$ cat src/include/flash_writer_map.vh
// Register map, field positions, reset values and timing for the flash block writer
`ifndef FLASH_WRITER_MAP_VH
`define FLASH_WRITER_MAP_VH

// Register indices; the byte address on the bus is four times the index
`define NV_EVENT_FLAGS_IDX    10'h00d
`define NV_EVENT_ENABLES_IDX  10'h08d
`define NV_DATA_LOW_IDX       10'h10c
`define NV_ADDRESS_LOW_IDX    10'h10d
`define NV_DATA_HIGH_IDX      10'h10e
`define NV_ADDRESS_HIGH_IDX   10'h10f
`define NV_CONTROL_IDX        10'h18c
`define NV_UNLOCK_PORT_IDX    10'h18d
`define NV_CONFIG_STATUS_IDX  10'h190

// nv_control fields
`define CTL_PGD_BIT           7
`define CTL_FREE_BIT          4
`define CTL_WRITE_ERROR_FLAG_BIT         3
`define CTL_WRITE_ENABLE_BIT          2
`define CTL_WR_BIT            1
`define CTL_RD_BIT            0

// nv_event_flags / nv_event_enables field
`define EVT_DONE_BIT          4

// nv_config_status fields
`define CFG_WPR_LSB           0
`define CFG_CP_PROG_BIT       2
`define CFG_CP_DATA_BIT       3
`define CFG_PWRT_DONE_BIT     4
`define CFG_BUSY_BIT          5

// Reset values
`define CTL_RESET             8'h00
`define EVT_RESET             8'h00
`define REG_RESET             8'h00
`define BUF_RESET             14'h3fff

// Unlock keys
`define UNLOCK_KEY_FIRST      8'h55
`define UNLOCK_KEY_SECOND     8'haa

// Write-protect region lower-segment limits (addresses below are protected)
`define WP_LIMIT_CODE10       13'h0100
`define WP_LIMIT_CODE01       13'h0800
`define WP_LIMIT_CODE00       13'h1000

// Timing
`define CLK_MHZ               50
`define PROG_TIME_US          2000
`define PWRT_TIME_US          72000

`endif

$ cat src/sync_agree.v
// Three-stage pin synchroniser that accepts a change once stages two and three agree
`timescale 1ns/1ps
module sync_agree #(
  parameter WIDTH = 1
) (
  input  wire             clk,
  input  wire             rst_n,
  input  wire [WIDTH-1:0] pin,
  output reg  [WIDTH-1:0] level_q
);
  reg [WIDTH-1:0] s1_q;
  reg [WIDTH-1:0] s2_q;
  reg [WIDTH-1:0] s3_q;

  // First stage feeds only the second stage
  always @(posedge clk or negedge rst_n) begin
    if (!rst_n) begin
      s1_q    <= {WIDTH{1'b0}};
      s2_q    <= {WIDTH{1'b0}};
      s3_q    <= {WIDTH{1'b0}};
      level_q <= {WIDTH{1'b0}};
    end else begin
      s1_q    <= pin;
      s2_q    <= s1_q;
      s3_q    <= s2_q;
      level_q <= (s2_q & s3_q) | (level_q & (s2_q | s3_q));
    end
  end
endmodule

$ cat src/flash_block_writer.v
// Flash program memory block writer with APB register file
//
// Added by the designer: the APB register port.
`timescale 1ns/1ps
`include "flash_writer_map.vh"
module flash_block_writer #(
  parameter PROG_CYCLES = `PROG_TIME_US * `CLK_MHZ,
  parameter PWRT_CYCLES = `PWRT_TIME_US * `CLK_MHZ
) (
  input  wire        clk,
  input  wire        rst_n,
  input  wire        psel,
  input  wire        penable,
  input  wire        pwrite,
  input  wire [11:0] paddr,
  input  wire [31:0] pwdata,
  output reg  [31:0] prdata,
  output reg         pready,
  output reg         pslverr,
  input  wire        instr_retire,
  input  wire [1:0]  write_protect_region,
  input  wire        cp_prog_on,
  input  wire        cp_data_on,
  input  wire        ext_prog_read_req,
  input  wire        ext_prog_write_req,
  input  wire        ext_data_read_req,
  input  wire        ext_data_write_req,
  output reg         cpu_stall_q,
  output reg         instr_squash_q,
  output reg         flash_prog_q,
  output reg  [10:0] flash_block_addr_q,
  output reg  [55:0] flash_block_data_q,
  output reg         ext_prog_read_grant_q,
  output reg         ext_prog_write_grant_q,
  output reg         ext_data_read_grant_q,
  output reg         ext_data_write_grant_q
);
  localparam ST_IDLE   = 2'd0;
  localparam ST_EXEC   = 2'd1;
  localparam ST_SQUASH = 2'd2;
  localparam ST_PROG   = 2'd3;

  localparam UL_IDLE   = 2'd0;
  localparam UL_FIRST  = 2'd1;
  localparam UL_ARMED  = 2'd2;

  localparam [21:0] PROG_LAST = PROG_CYCLES - 1;
  localparam [21:0] PWRT_LAST = PWRT_CYCLES - 1;

  reg  [1:0]  state_q;
  reg  [1:0]  state_d;
  reg  [1:0]  unlock_q;
  reg  [21:0] prog_cnt_q;
  reg  [21:0] pwrt_cnt_q;
  reg         pwrt_done_q;
  reg  [7:0]  data_low_q;
  reg  [7:0]  addr_low_q;
  reg  [5:0]  data_high_q;
  reg  [4:0]  addr_high_q;
  reg         pgd_q;
  reg         free_q;
  reg         write_error_flag_q;
  reg         write_enable_q;
  reg         wr_q;
  reg         done_flag_q;
  reg         done_en_q;
  reg  [13:0] buf_q [0:3];

  wire [1:0] cfg_wpr;
  wire       cfg_cp_prog;
  wire       cfg_cp_data;
  wire [3:0] ext_req;

  // Configuration bits and external requests arrive from outside the clock domain
  sync_agree #(
    .WIDTH (8)
  ) u_pin_sync (
    .clk     (clk),
    .rst_n   (rst_n),
    .pin     ({ext_data_write_req, ext_data_read_req, ext_prog_write_req,
                ext_prog_read_req, cp_data_on, cp_prog_on, write_protect_region}),
    .level_q ({ext_req, cfg_cp_data, cfg_cp_prog, cfg_wpr})
  );

  wire [9:0]  idx      = paddr[11:2];
  wire        aligned  = (paddr[1:0] == 2'b00);
  wire        acc      = psel & penable & pready;
  wire        wr_acc   = acc & pwrite & ~pslverr;
  wire [12:0] tgt_addr = {addr_high_q, addr_low_q};
  wire [13:0] tgt_word = {data_high_q, data_low_q};
  wire        busy     = (state_q != ST_IDLE);

  wire hit_flags = (idx == `NV_EVENT_FLAGS_IDX);
  wire hit_ens   = (idx == `NV_EVENT_ENABLES_IDX);
  wire hit_dl    = (idx == `NV_DATA_LOW_IDX);
  wire hit_al    = (idx == `NV_ADDRESS_LOW_IDX);
  wire hit_dh    = (idx == `NV_DATA_HIGH_IDX);
  wire hit_ah    = (idx == `NV_ADDRESS_HIGH_IDX);
  wire hit_ctl   = (idx == `NV_CONTROL_IDX);
  wire hit_ul    = (idx == `NV_UNLOCK_PORT_IDX);
  wire hit_cfg   = (idx == `NV_CONFIG_STATUS_IDX);
  wire mapped    = aligned & (hit_flags | hit_ens | hit_dl | hit_al | hit_dh |
                              hit_ah | hit_ctl | hit_ul | hit_cfg);

  reg protected_seg;
  always @* begin
    case (cfg_wpr)
      2'b10:   protected_seg = (tgt_addr < `WP_LIMIT_CODE10);
      2'b01:   protected_seg = (tgt_addr < `WP_LIMIT_CODE01);
      2'b00:   protected_seg = (tgt_addr < `WP_LIMIT_CODE00);
      default: protected_seg = 1'b0;
    endcase
  end

  // Start request: software writes one to the start bit of the control register
  wire start_req = wr_acc & hit_ctl & pwdata[`CTL_WR_BIT] & ~wr_q & ~busy;
  // start without full unlock is dropped
  wire start_ok = start_req & write_enable_q & (unlock_q == UL_ARMED) & pwrt_done_q &
                  pgd_q & ~free_q & ~protected_seg;
  // short write when low bits are not 11
  wire short_wr = start_ok & (addr_low_q[1:0] != 2'b11);
  // long write when low bits are 11
  wire long_wr  = start_ok & (addr_low_q[1:0] == 2'b11);
  wire prog_end = (state_q == ST_PROG) & (prog_cnt_q == PROG_LAST);

  // APB slave: zero wait states, answer prepared in the setup cycle
  always @(posedge clk or negedge rst_n) begin
    if (!rst_n) begin
      pready  <= 1'b0;
      pslverr <= 1'b0;
      prdata  <= 32'h00000000;
    end else begin
      pready  <= psel & ~penable;
      pslverr <= psel & ~penable & ~mapped;
      if (psel & ~penable & ~pwrite & mapped) begin
        prdata <= 32'h00000000;
        if (hit_flags) prdata[`EVT_DONE_BIT] <= done_flag_q;
        if (hit_ens) prdata[`EVT_DONE_BIT] <= done_en_q;
        if (hit_dl) prdata[7:0] <= data_low_q;
        if (hit_al) prdata[7:0] <= addr_low_q;
        if (hit_dh) prdata[5:0] <= data_high_q;
        if (hit_ah) prdata[4:0] <= addr_high_q;
        if (hit_ctl) begin
          prdata[`CTL_PGD_BIT]   <= pgd_q;
          prdata[`CTL_FREE_BIT]  <= free_q;
          prdata[`CTL_WRITE_ERROR_FLAG_BIT] <= write_error_flag_q;
          prdata[`CTL_WRITE_ENABLE_BIT]  <= write_enable_q;
          prdata[`CTL_WR_BIT]    <= wr_q;
        end
        if (hit_cfg) begin
          prdata[`CFG_WPR_LSB+1:`CFG_WPR_LSB] <= cfg_wpr;
          prdata[`CFG_CP_PROG_BIT]            <= cfg_cp_prog;
          prdata[`CFG_CP_DATA_BIT]            <= cfg_cp_data;
          prdata[`CFG_PWRT_DONE_BIT]          <= pwrt_done_q;
          prdata[`CFG_BUSY_BIT]               <= busy;
        end
      end
    end
  end

  // Data and address registers; software may change them while a block programs,
  // the block image is latched at start so this is harmless
  always @(posedge clk or negedge rst_n) begin
    if (!rst_n) begin
      data_low_q  <= `REG_RESET;
      addr_low_q  <= `REG_RESET;
      data_high_q <= 6'h00;
      addr_high_q <= 5'h00;
      done_en_q   <= 1'b0;
    end else if (wr_acc) begin
      if (hit_dl) data_low_q <= pwdata[7:0];
      if (hit_al) addr_low_q <= pwdata[7:0];
      if (hit_dh) data_high_q <= pwdata[5:0];
      if (hit_ah) addr_high_q <= pwdata[4:0];
      if (hit_ens) done_en_q <= pwdata[`EVT_DONE_BIT];
    end
  end

  // Control register
  always @(posedge clk or negedge rst_n) begin
    if (!rst_n) begin
      pgd_q   <= 1'b0;
      free_q  <= 1'b0;
      write_error_flag_q <= 1'b0;
      write_enable_q  <= 1'b0;
      wr_q    <= 1'b0;
    end else begin
      if (wr_acc & hit_ctl) begin
        pgd_q   <= pwdata[`CTL_PGD_BIT];
        free_q  <= pwdata[`CTL_FREE_BIT];
        write_error_flag_q <= pwdata[`CTL_WRITE_ERROR_FLAG_BIT];
        write_enable_q  <= pwdata[`CTL_WRITE_ENABLE_BIT];
      end
      // long write clears start bit at end
      if (start_ok)
        wr_q <= 1'b1;
      else if ((wr_q & ~busy) | prog_end)
        wr_q <= 1'b0;
    end
  end

  // Unlock sequencer: any other write in between breaks the sequence
  // 55 then AA, back to back
  always @(posedge clk or negedge rst_n) begin
    if (!rst_n) begin
      unlock_q <= UL_IDLE;
    end else if (wr_acc) begin
      if (hit_ul & (pwdata[7:0] == `UNLOCK_KEY_FIRST))
        unlock_q <= UL_FIRST;
      else if (hit_ul & (unlock_q == UL_FIRST) & (pwdata[7:0] == `UNLOCK_KEY_SECOND))
        unlock_q <= UL_ARMED;
      else
        unlock_q <= UL_IDLE;
    end
  end

  // sticky done flag, set wins over clear
  always @(posedge clk or negedge rst_n) begin
    if (!rst_n)
      done_flag_q <= 1'b0;
    else if (prog_end)
      done_flag_q <= 1'b1;
    else if (wr_acc & hit_flags)
      done_flag_q <= pwdata[`EVT_DONE_BIT];
  end

  // four 14-bit buffers selected by low address bits
  genvar gi;
  generate
    for (gi = 0; gi < 4; gi = gi + 1) begin : g_buf
      always @(posedge clk or negedge rst_n) begin
        if (!rst_n)
          buf_q[gi] <= `BUF_RESET;
        else if (prog_end)
          buf_q[gi] <= `BUF_RESET;
        // short and long write copy data in
        else if (start_ok & (addr_low_q[1:0] == gi))
          buf_q[gi] <= tgt_word;
      end
    end
  endgenerate

  // Power-up timer
  // 72 ms lockout count
  always @(posedge clk or negedge rst_n) begin
    if (!rst_n) begin
      pwrt_cnt_q  <= 22'd0;
      pwrt_done_q <= 1'b0;
    end else if (!pwrt_done_q) begin
      pwrt_cnt_q  <= pwrt_cnt_q + 22'd1;
      pwrt_done_q <= (pwrt_cnt_q == PWRT_LAST);
    end
  end

  // Sequencer for long writes
  always @* begin
    state_d = state_q;
    case (state_q)
      ST_IDLE:   if (long_wr) state_d = ST_EXEC;
      ST_EXEC:   if (instr_retire) state_d = ST_SQUASH;
      ST_SQUASH: if (instr_retire) state_d = ST_PROG;
      ST_PROG:   if (prog_end) state_d = ST_IDLE;
      default:   state_d = ST_IDLE;
    endcase
  end

  always @(posedge clk or negedge rst_n) begin
    if (!rst_n) begin
      state_q            <= ST_IDLE;
      prog_cnt_q         <= 22'd0;
      cpu_stall_q        <= 1'b0;
      instr_squash_q     <= 1'b0;
      flash_prog_q       <= 1'b0;
      flash_block_addr_q <= 11'h000;
      flash_block_data_q <= 56'h00000000000000;
    end else begin
      state_q        <= state_d;
      instr_squash_q <= (state_d == ST_SQUASH);
      // stall for programming time, clocks run
      cpu_stall_q    <= (state_d == ST_PROG);
      flash_prog_q   <= (state_d == ST_PROG);
      if (state_q == ST_PROG)
        prog_cnt_q <= prog_cnt_q + 22'd1;
      else
        prog_cnt_q <= 22'd0;
      // aligned block address, low bits dropped
      // last word joins the three buffered words
      if (long_wr) begin
        flash_block_addr_q <= tgt_addr[12:2];
        flash_block_data_q <= {tgt_word, buf_q[2], buf_q[1], buf_q[0]};
      end
    end
  end

  // External programmer access gating
  always @(posedge clk or negedge rst_n) begin
    if (!rst_n) begin
      ext_prog_read_grant_q  <= 1'b0;
      ext_prog_write_grant_q <= 1'b0;
      ext_data_read_grant_q  <= 1'b0;
      ext_data_write_grant_q <= 1'b0;
    end else begin
      // program protect blocks external program access
      ext_prog_read_grant_q  <= ext_req[0] & ~cfg_cp_prog;
      // data protect also blocks external program writes
      ext_prog_write_grant_q <= ext_req[1] & ~cfg_cp_prog & ~cfg_cp_data;
      // data protect blocks external data access
      ext_data_read_grant_q  <= ext_req[2] & ~cfg_cp_data;
      ext_data_write_grant_q <= ext_req[3] & ~cfg_cp_data;
    end
  end
endmodule

$ cat config.mk
export PLATFORM = sky130hd
export DESIGN_NAME = flash_block_writer
export DESIGN_NICKNAME = d
export VERILOG_FILES = /design/src/sync_agree.v /design/src/flash_block_writer.v
export VERILOG_INCLUDE_DIRS = /design/src /design/src/include
export SDC_FILE = /design/constraint.sdc
export NUM_CORES = 1
export LEC_CHECK = 0
export ABC_AREA = 1
export BUFFER_PORTS_ARGS = -buffer_cell sky130_fd_sc_hd__buf_2
export CAP_MARGIN = 20
export CELL_PAD_IN_SITES_DETAIL_PLACEMENT = 0
export CELL_PAD_IN_SITES_GLOBAL_PLACEMENT = 1
export CORE_MARGIN = 2
export CORE_UTILIZATION = 40
export CTS_BUF_LIST = sky130_fd_sc_hd__clkbuf_8
export DETAILED_ROUTE_END_ITERATION = 8
export PLACE_DENSITY_LB_ADDON = 0.25
export SYNTH_ARGS = -nofsm -noshare
export SYNTH_HDL_FRONTEND = slang
export SYNTH_SLANG_ARGS = --single-unit
$ cat constraint.sdc
create_clock -name clk -period 3 [get_ports clk]
set_input_delay 0.45 -clock clk [delete_from_list [all_inputs] [get_ports clk]]
set_output_delay 0.45 -clock clk [all_outputs]
set_load 0.02 [all_outputs]
==> results of run 1 <==
## power groups by stage
| stage | sequential (mW) | clock [mW] | combinational (mW) |
|---|---|---|---|
| after floorplan | 3.36 | 0 | 0.0946 |
| after global placement | 3.35 | 0 | 0.203 |
| after detailed placement | 3.35 | 0 | 0.206 |
| after CTS | 3.30 | 3.11 | 0.215 |
| after global routing | 3.30 | 3.26 | 0.238 |
| final | 3.30 | 3.02 | 0.208 |
## metrics by stage
stage	total power, mW	cells	setup slack (ps)	utilization [%]
2_1_floorplan	3.45	1181	1170	-
3_3_place_gp	3.55	1586	621	43.6
3_5_place_dp	3.56	1586	620	43.6
4_1_cts	6.62	1673	709	47.4
5_1_grt	6.79	1674	430	47.4
6_report	6.52	1675	731	47.4
## final cells by class
type                            instances  area share, %
Antenna cell                            2         0.0410
Clock buffer                           56           6.31
Clock inverter                         22          0.830
Inverter                              159           4.89
Multi-Input combinational cell        724           28.3
Sequential cell                       240           49.6
Tap cell                              335           3.43
Timing Repair Buffer                  137           6.60
## layer usage
layer | vias to the layer above | track usage [%]
li1 | 3957 | -
met3 | 45 | 4.02
met1 | 3692 | 25.8
met4 | 4 | 5.93
met5 | - | 0
met2 | 193 | 29.2
## tightest hold or removal path: stages
cell and delay (ps):
buf_2 90, nand2_1 50, o21ai_0 50
## cells in the mapped netlist (12+ instances only)
cell	n
nand4_1	43
buf_2	13
o21ai_1	55
dfstp_2	42
nor4_1	12
buf_4	27
inv_1	153
nor3_1	23
nand3_1	31
nand2_1	249
clkbuf_1	12
a21oi_1	19
xor2_1	17
o21ai_0	59
nor2_1	138
dfrtp_1	198
## cells by family (layout without fill, tap and decap cells)
family,after synthesis,in the layout,share of synthesized area [%]
AOI/OAI and AO/OA,147,147,7.41
xor gates and xnor gates,24,24,2.02
adders and majority gates,10,10,1.01
buffers and inverters,217,374,9.40
DFF,240,240,58.3
other,1,26,0.0361
and+or+nand+nor,519,519,21.9
## path summary, 6_finish.rpt
check                                          to  slack (ps)
max in group asynchronous          pwrt_cnt_q[21]        1600
hold / removal                             free_q         140
min in group asynchronous  flash_block_data_q[21]         490
setup reg to reg           flash_block_data_q[53]         730
hold reg to reg                u_pin_sync.s2_q[4]         350
setup / recovery           flash_block_data_q[53]         730
## state kept, by name, indices dropped and copies added, names as in the netlist, 2 cells and up
signal              cells
flash_block_data_q     56
buf_q                  42
prog_cnt_q             22
pwrt_cnt_q             22
flash_block_addr_q     11
addr_low_q              8
data_low_q              8
prdata                  8
u_pin_sync.level_q      8
u_pin_sync.s1_q         8
u_pin_sync.s2_q         8
u_pin_sync.s3_q         8
data_high_q             6
addr_high_q             5
state_q                 2
unlock_q                2
==> flow_metrics.tcl, run 1 <==
set metrics [dict create \
    vdd.ir_drop.worst_mv 0.374 \
    slew_headroom_pct 51.2 \
    port_buffers 117 \
    p_int_mw 5.01 \
    dp_hpwl_um 17200 \
    netlist.area_leader.share_pct 47.6 \
    numCtsBuffers 42 \
    final_max_slew_viol_count 0 \
    path_clk_slew_ps 60 \
    yosys_warnings 0 \
    synth_top_area_cell "dfrtp_1" \
    synth_async_sr_flop_share_pct 100 \
    hp-start "pwdata[4]" \
    leakagePower_nw 6.38 \
    fillers 2617 \
    arrival_ps 2670 \
    swShare_pct 23.2 \
    finish.instance_area_sq_um 12200 \
    dr.pass1.iters 7 \
    cts_resized 0 \
    groute.usage.overall_pct 18.6 \
    pwr-share-comb_pct 3.2 \
    antenna_found_initial 4 \
    worstReg2RegStart "pslverr" \
    critical_path_required_ps 3400 \
    ys_seq_area_share_pct 58.3 \
    grt_max_degree 123 \
    cts_tree "done" \
    cp.depth 9 \
    place_area_sq_um 11200 \
    crit_fanout 122 \
    dieArea_sq_um 27300 \
    clk_latency_ps 540 \
    antenna_left 0 \
    netlist_instances 1158 \
    crit_path_cell_trace "nor2_1 -> nand4_1 -> nor2_4 -> inv_2 -> nor2_4 -> nand3_4 -> buf_12 -> nand2_1 -> o21ai_0" \
    dr.max_layer_used "met5" \
    setup_viol 0 \
    cp-start-kind "flop" \
    rows 59 \
    coreArea_sq_um 25800 \
    cp-startpoint "pslverr" \
    finalCritPeriodShare_pct 75.6 \
    die_w_um 165 \
    gp_routability_congestion 0.866 \
    detailroute.via_count 7891 \
    num_io_pins 166 \
    p_seq_share_pct 50.6 \
    layout.cells.most_common_list "nand2_1, dfrtp_1, inv_1" \
    ff2ff_path_depth 9 \
    min_path_type "input pin to flop" \
    drive_above_1_share_pct 19.4 \
    clock_sinks 240 \
    cap_violations 0 \
    cts_max_path_buffers 3 \
    max_stage_delay_ps 380 \
    finClkSkew_ps 15.4 \
    hold-path-cell-count 3 \
    wire_per_inst_um 14.7 \
    via_per_inst 4.71 \
    cpMostUsedCell "nor2_4" \
    h-tree-depth 2 \
    critPathBufInv 2 \
    critical_path_class "flop to flop" \
    clkPwrFrac_pct 46.2 \
    wl_met1_um 11600 \
    syn-cell-area_sq_um 10400 \
    wl_met3_um 1410 \
    holdBufCountCts 9 \
    ys.flop_type "dfrtp_1" \
    grt_first_pass_wirelength_um 39900 \
    grt_overflow_total 0 \
    yosys-top-cells-area "dfrtp_1, dfstp_2, nand2_1, inv_1, nor2_1" \
    synth_edf_count 0 \
    p_per_area_nw_per_um2 534 \
    multiInputGateArea_sq_um 3450 \
    num-nets-final 1364 \
    cpMaxStageDelayCell "dfrtp_1" \
    wl_met2_um 11100 \
    status "complete, no violations" \
    start_util_pct 40.4 \
    hold_violations 0 \
    drc 0 \
    die_h_um 165 \
    final_common_cell "nand2_1" \
    rsz0062_at_grt "no" \
    avgSynthCellArea_sq_um 8.98 \
    worstSetupEndpointType "flop" \
    period_minus_slack_ps 2270 \
    finalSetupTns_ps 0 \
    max_freq_ghz 0.441 \
    regArea_sq_um 6060 \
    wirelength_um 24700 \
    worst_hold_slack_ps 138 \
    syn2layout_area_growth_pct 17.4 \
    synth_cell_types 40 \
    worst_slew_pin_slew_ps 732 \
    cp_top_family "simple AND/OR/NAND/NOR gates" \
    p_switching_mw 1.51 \
    grt_pass1_vias 7655 \
    clock-root-buffer "clkbuf_8" \
    ys_seq_elements 240 \
    postCtsSetupRepairBufs 0 \
    drt_iter0_markers 476 \
]
Note: power is estimated with default switching activity, not from simulation.
==> run 2, diff against run 1 <==
- clock period: 3 -> 1.9 ns (I/O delays scaled with it)
==> run 2 against run 1 <==
  * Worst setup slack got worse by 730 ps
  * Cell count increased by 4.4%
  * Final area increased by 9.0%
  * Critical endpoint is now buf_q[34]
  * Wire length increased by 4.7%
  * Sequential cell count unchanged
  * Sequential power increased by 58%
  * Combinational power increased by 78%
  * Largest power group unchanged
  * Global-route usage increased by 0.18 points
  * Die area unchanged
==> flow_metrics.tcl, run 2 (synthesis results as in run 1) <==
set metrics [dict create \
    rsz0062_at_grt "yes" \
    gp_routability_congestion 0.867 \
    wirelength_um 25900 \
    grt_max_degree 75 \
    max_freq_ghz 0.527 \
    clock-root-buffer "clkbuf_8" \
    clk_latency_ps 530 \
    worst_slew_pin_slew_ps 536 \
    drive_above_1_share_pct 27.1 \
    worstSetupEndpointType "flop" \
    top_regs "flash_block_data_q x56, buf_q x42" \
    finClkSkew_ps 19.3 \
    cp-start-kind "flop" \
    finalCritPeriodShare_pct 99.9 \
    r2r_end "buf_q[34]" \
    wire_per_inst_um 14.8 \
    p_per_area_nw_per_um2 805 \
    crit_path_cell_trace "ha_2 -> nand2_2 -> inv_2 -> nand2_4 -> nor2_4 -> nand3_2 -> nor3_4 -> inv_4 -> o21ai_4 -> clkbuf_16 -> nor2_1 -> nor2_1" \
    num-nets-final 1438 \
    h-tree-depth 2 \
    hold-path-cell-count 3 \
    syn2layout_area_growth_pct 28.0 \
    p_total_mw 10.7 \
    dieArea_sq_um 27300 \
    cts_max_path_buffers 3 \
    hp-start "paddr[0]" \
    antenna_found_initial 3 \
    setup_viol 0 \
    via_per_inst 4.66 \
    port_buffers 117 \
    die_w_um 165 \
    worstReg2RegStart "prog_cnt_q[0]" \
    vdd.ir_drop.worst_mv 0.596 \
    regToRegSetupSlack_ps 2 \
    leakagePower_nw 6.93 \
    hold_violations 0 \
    cp_top_family "simple AND/OR/NAND/NOR gates" \
    die_h_um 165 \
    critical_path_required_ps 2360 \
    clock_sinks 240 \
    coreArea_sq_um 25800 \
    stdcell_count 1749 \
    drt_iter0_markers 495 \
    ff2ff_path_depth 12 \
    largest_register_ffs 56 \
    final_util_pct 51.7 \
    detailroute.via_count 8158 \
    period_minus_slack_ps 1900 \
    dp_cells 1637 \
    num_io_pins 166 \
    dp_hpwl_um 17700 \
    grt_overflow_total 0 \
    grt_pass1_vias 7817 \
    crit_fanout 7 \
    cts_tree "done" \
    cpMostUsedCell "nor2_1" \
    path_clk_slew_ps 60 \
    final_common_cell "nand2_1" \
    grt_first_pass_wirelength_um 40300 \
    largest_register "flash_block_data_q" \
    dr.pass1.iters 5 \
    max_stage_delay_ps 350 \
    groute.usage.overall_pct 18.8 \
    numCtsBuffers 43 \
    layout.cells.most_common_list "nand2_1, dfrtp_1, inv_1" \
    finalSetupTns_ps 0 \
    slew_headroom_pct 64.2 \
    holdPathEnd "pslverr" \
    critical_path_class "flop to flop" \
    fillers 2453 \
    final_max_slew_viol_count 0 \
    status "complete, no violations" \
    drc 0 \
    antenna_left 0 \
    arrival_ps 2350 \
    cpMaxStageDelayCell "dfrtp_1" \
    worst_hold_slack_ps 48.0 \
    critPathBufInv 3 \
    min_path_type "input pin to flop" \
    cap_violations 0 \
    start_util_pct 40.4 \
    rows 59 \
]
run 2: repair_timing:
action	CTS	global route
buffers inserted	0	11
hold buffers	11	0
cloned	0	9
endpoints found under the hold margin	57	0
setup endpoints to repair	16	109
pin swaps	0	10
resized for setup	4	73
run 2: power by group:
group          total (mW)  leakage, nW  internal (mW)  switching (mW)
Combinational       0.370         3.28          0.117           0.253
Sequential           5.21         3.10           5.18          0.0290
Clock                5.13        0.551           3.08            2.06
Total                10.7         6.93           8.37            2.34
run 2: how the worst max path moves through the flow:
stage	from	cells after the start	endpoint
finish	prog_cnt_q[0]	12	buf_q[34]
floorplan	pready	11	flash_block_addr_q[10]
global placement	prog_cnt_q[0]	12	buf_q[45]
detailed placement	prog_cnt_q[0]	12	buf_q[39]
global route	prog_cnt_q[0]	12	buf_q[37]
CTS	prog_cnt_q[0]	12	buf_q[38]
run 2: worst reg2reg max path, stage by stage (launching register included):
cell and delay [ps]:
dfrtp_1 350, ha_2 190, nand2_2 60, inv_2 80
nand2_4 50, nor2_4 140, nand3_2 100, nor3_4 280
inv_4 120, o21ai_4 120, clkbuf_16 210, nor2_1 40
nor2_1 90
run 2: area by class of cell:
cell class	instances	area, sq um	share of cell area [%]
Sequential cell	240	6060	45.5
Multi-Input combinational cell	724	3670	27.5
Timing Repair Buffer	210	1610	12.1
Clock buffer	57	785	5.89
Inverter	159	599	4.50
Tap cell	335	419	3.15
Clock inverter	22	164	1.23
Antenna cell	2	5.00	0.0376
run 2: metal layers:
metal  wire [um]  global-route usage, %
met1       12000                   26.3
met2       12000                   29.8
met3        1400                   3.90
met4         464                   4.90
met5          13                      0
run 2: stage by stage:
step | cell area [sq um] | setup slack (ps)
after floorplan | 10500 | 71.1
after global placement | 11700 | 18.3
after detailed placement | 11700 | -28.0
after CTS | 12800 | -0.405
after global routing | 13300 | -96.6
final | 13300 | 1.90
==> run 3, diff against run 2 <==
- CELL_PAD_IN_SITES_DETAIL_PLACEMENT: 0 -> 1
- CELL_PAD_IN_SITES_GLOBAL_PLACEMENT: 1 -> 2
- CORE_UTILIZATION: 40 -> 32
==> run 3 against run 2 <==
  * Sequential power barely moved
  * Wire length rose by 12%
  * Count of clock-buffer cells in the layout rose by 3
  * Total power rose by 2.4%
  * Cell count rose by 5.3%
  * Register-to-register slack improved by 70 ps
  * Final area fell by 0.57%
  * Combinational power fell by 3%
  * Worst hold slack got worse by 3.7 ps
  * Clock skew fell by 3.4 ps
  * Core utilization fell by 11 points
==> flow_metrics.tcl, run 3 (synthesis results as in run 1) <==
set metrics [dict create \
    groute.usage.overall_pct 17.1 \
    gp_routability_congestion 0.817 \
    antenna_left 0 \
    worstReg2RegStart "wr_q" \
    wirelength_um 28900 \
    period_minus_slack_ps 1830 \
    slew_headroom_pct 63.4 \
    numCtsBuffers 44 \
    finish.instance_area_sq_um 13200 \
    min_path_type "input pin to flop" \
    syn2layout_area_growth_pct 27.2 \
    p_per_area_nw_per_um2 829 \
    dp_cells 1742 \
    rsz0062_at_grt "yes" \
    grt_max_degree 55 \
    ff2ff_path_depth 10 \
    antenna_found_initial 0 \
    max_stage_delay_ps 400 \
    worst_slew_pin_slew_ps 549 \
    h-tree-depth 2 \
    wire_per_inst_um 15.7 \
    cp-start-kind "flop" \
    cap_violations 0 \
    cp_top_family "simple AND/OR/NAND/NOR gates" \
    holdPathEnd "pslverr" \
    die_w_um 184 \
    largest_register_ffs 56 \
    max_freq_ghz 0.547 \
    setup_viol 0 \
    grt_overflow_total 0 \
    num_io_pins 166 \
    path_clk_slew_ps 60 \
    critPathBufInv 2 \
    top_regs "flash_block_data_q x56, buf_q x42" \
    finalCritPeriodShare_pct 96.3 \
    diodes 0 \
    drt_iter0_markers 321 \
    start_util_pct 32.2 \
    hold-path-cell-count 3 \
    clock-root-buffer "clkbuf_8" \
    r2r_end "flash_block_data_q[46]" \
    hold_violations 0 \
    die_h_um 184 \
    leakagePower_nw 6.82 \
    dieArea_sq_um 34000 \
    layout.cells.most_common_list "nand2_1, dfrtp_1, inv_1" \
    drive_above_1_share_pct 25.5 \
    vdd.ir_drop.worst_mv 0.490 \
    rows 66 \
    p_total_mw 11.0 \
    critical_path_required_ps 2310 \
    crit_fanout 24 \
    via_per_inst 4.52 \
    final_util_pct 41.0 \
    grt_first_pass_wirelength_um 46200 \
    dp_hpwl_um 19800 \
    detailroute.via_count 8313 \
    status "complete, no violations" \
    stdcell_count 1841 \
    crit_path_cell_trace "nor2_1 -> nand3_1 -> nor3_2 -> nand2_1 -> nor2_4 -> nand3_4 -> buf_12 -> clkbuf_16 -> nand2_1 -> o21ai_0" \
    final_common_cell "nand2_1" \
    grt_pass1_vias 8712 \
    final_max_slew_viol_count 0 \
    arrival_ps 2240 \
    critical_path_class "flop to flop" \
    hp-start "paddr[0]" \
    worstSetupEndpointType "flop" \
    largest_register "flash_block_data_q" \
    regToRegSetupSlack_ps 70 \
    cts_tree "done" \
    dr.pass1.iters 4 \
    num-nets-final 1429 \
    finClkSkew_ps 15.8 \
    cpMaxStageDelayCell "dfrtp_1" \
    clock_sinks 240 \
    drc 0 \
    clk_latency_ps 540 \
    port_buffers 117 \
    place_area_sq_um 11800 \
    cts_max_path_buffers 3 \
    cpMostUsedCell "nand2_1" \
    coreArea_sq_um 32300 \
]
run 3: layer usage:
metal | up-vias | wire length, um | GRT usage [%]
li1 | 4054 | - | -
met3 | 44 | 1230 | 3.38
met2 | 158 | 13700 | 28.0
met1 | 4057 | 13400 | 23.2
met4 | 0 | 569 | 4.35
met5 | - | 0 | 0
run 3: how the worst max path moves through the flow:
stage / start / endpoint / cells after the start
2_1_floorplan: pready / flash_block_addr_q[10] / 11
4_1_cts: prog_cnt_q[0] / buf_q[15] / 13
6_report: wr_q / flash_block_data_q[46] / 10
3_5_place_dp: prog_cnt_q[0] / buf_q[39] / 12
5_1_grt: prog_cnt_q[0] / prog_cnt_q[16] / 13
3_3_place_gp: prog_cnt_q[0] / buf_q[53] / 12
run 3: power by group:
| part | total [mW] | leakage (nW) | switching, mW | internal [mW] |
|---|---|---|---|---|
| registers | 5.21 | 3.10 | 0.0298 | 5.18 |
| logic | 0.358 | 3.18 | 0.251 | 0.107 |
| clock network | 5.40 | 0.535 | 2.19 | 3.21 |
| total | 11.0 | 6.82 | 2.47 | 8.49 |
run 3: area by class of cell:
type	count	area (sq um)
Inverter	159	599
Fill cell	3795	19100
Timing Repair Buffer	200	1490
Multi-Input combinational cell	724	3560
Sequential cell	240	6060
Clock buffer	60	826
Clock inverter	16	150
Tap cell	442	553
run 3: worst min-delay path, cell delays in order:
cell	delay [ps]
buf_2	80
nor2_1	40
a21oi_1	140
run 3: through the flow:
stage | TNS (ps) | setup slack, ps | hold slack (ps)
3_5_place_dp | -131 | -43.5 | 222
3_3_place_gp | -6.33 | -3.56 | 227
4_1_cts | -340 | -28.3 | 13.6
2_1_floorplan | 0 | 71.1 | -10.6
6_report | 0 | 71.1 | 44.3
5_1_grt | -2020 | -93.7 | 42.3
run 3: what timing repair did:
item	CTS	global route
hold buffers	11	0
pin swaps	3	12
resized for setup	16	34
setup endpoints to repair	19	120
setup buffers	5	2
endpoints found under the hold margin	74	0
cloned	1	4
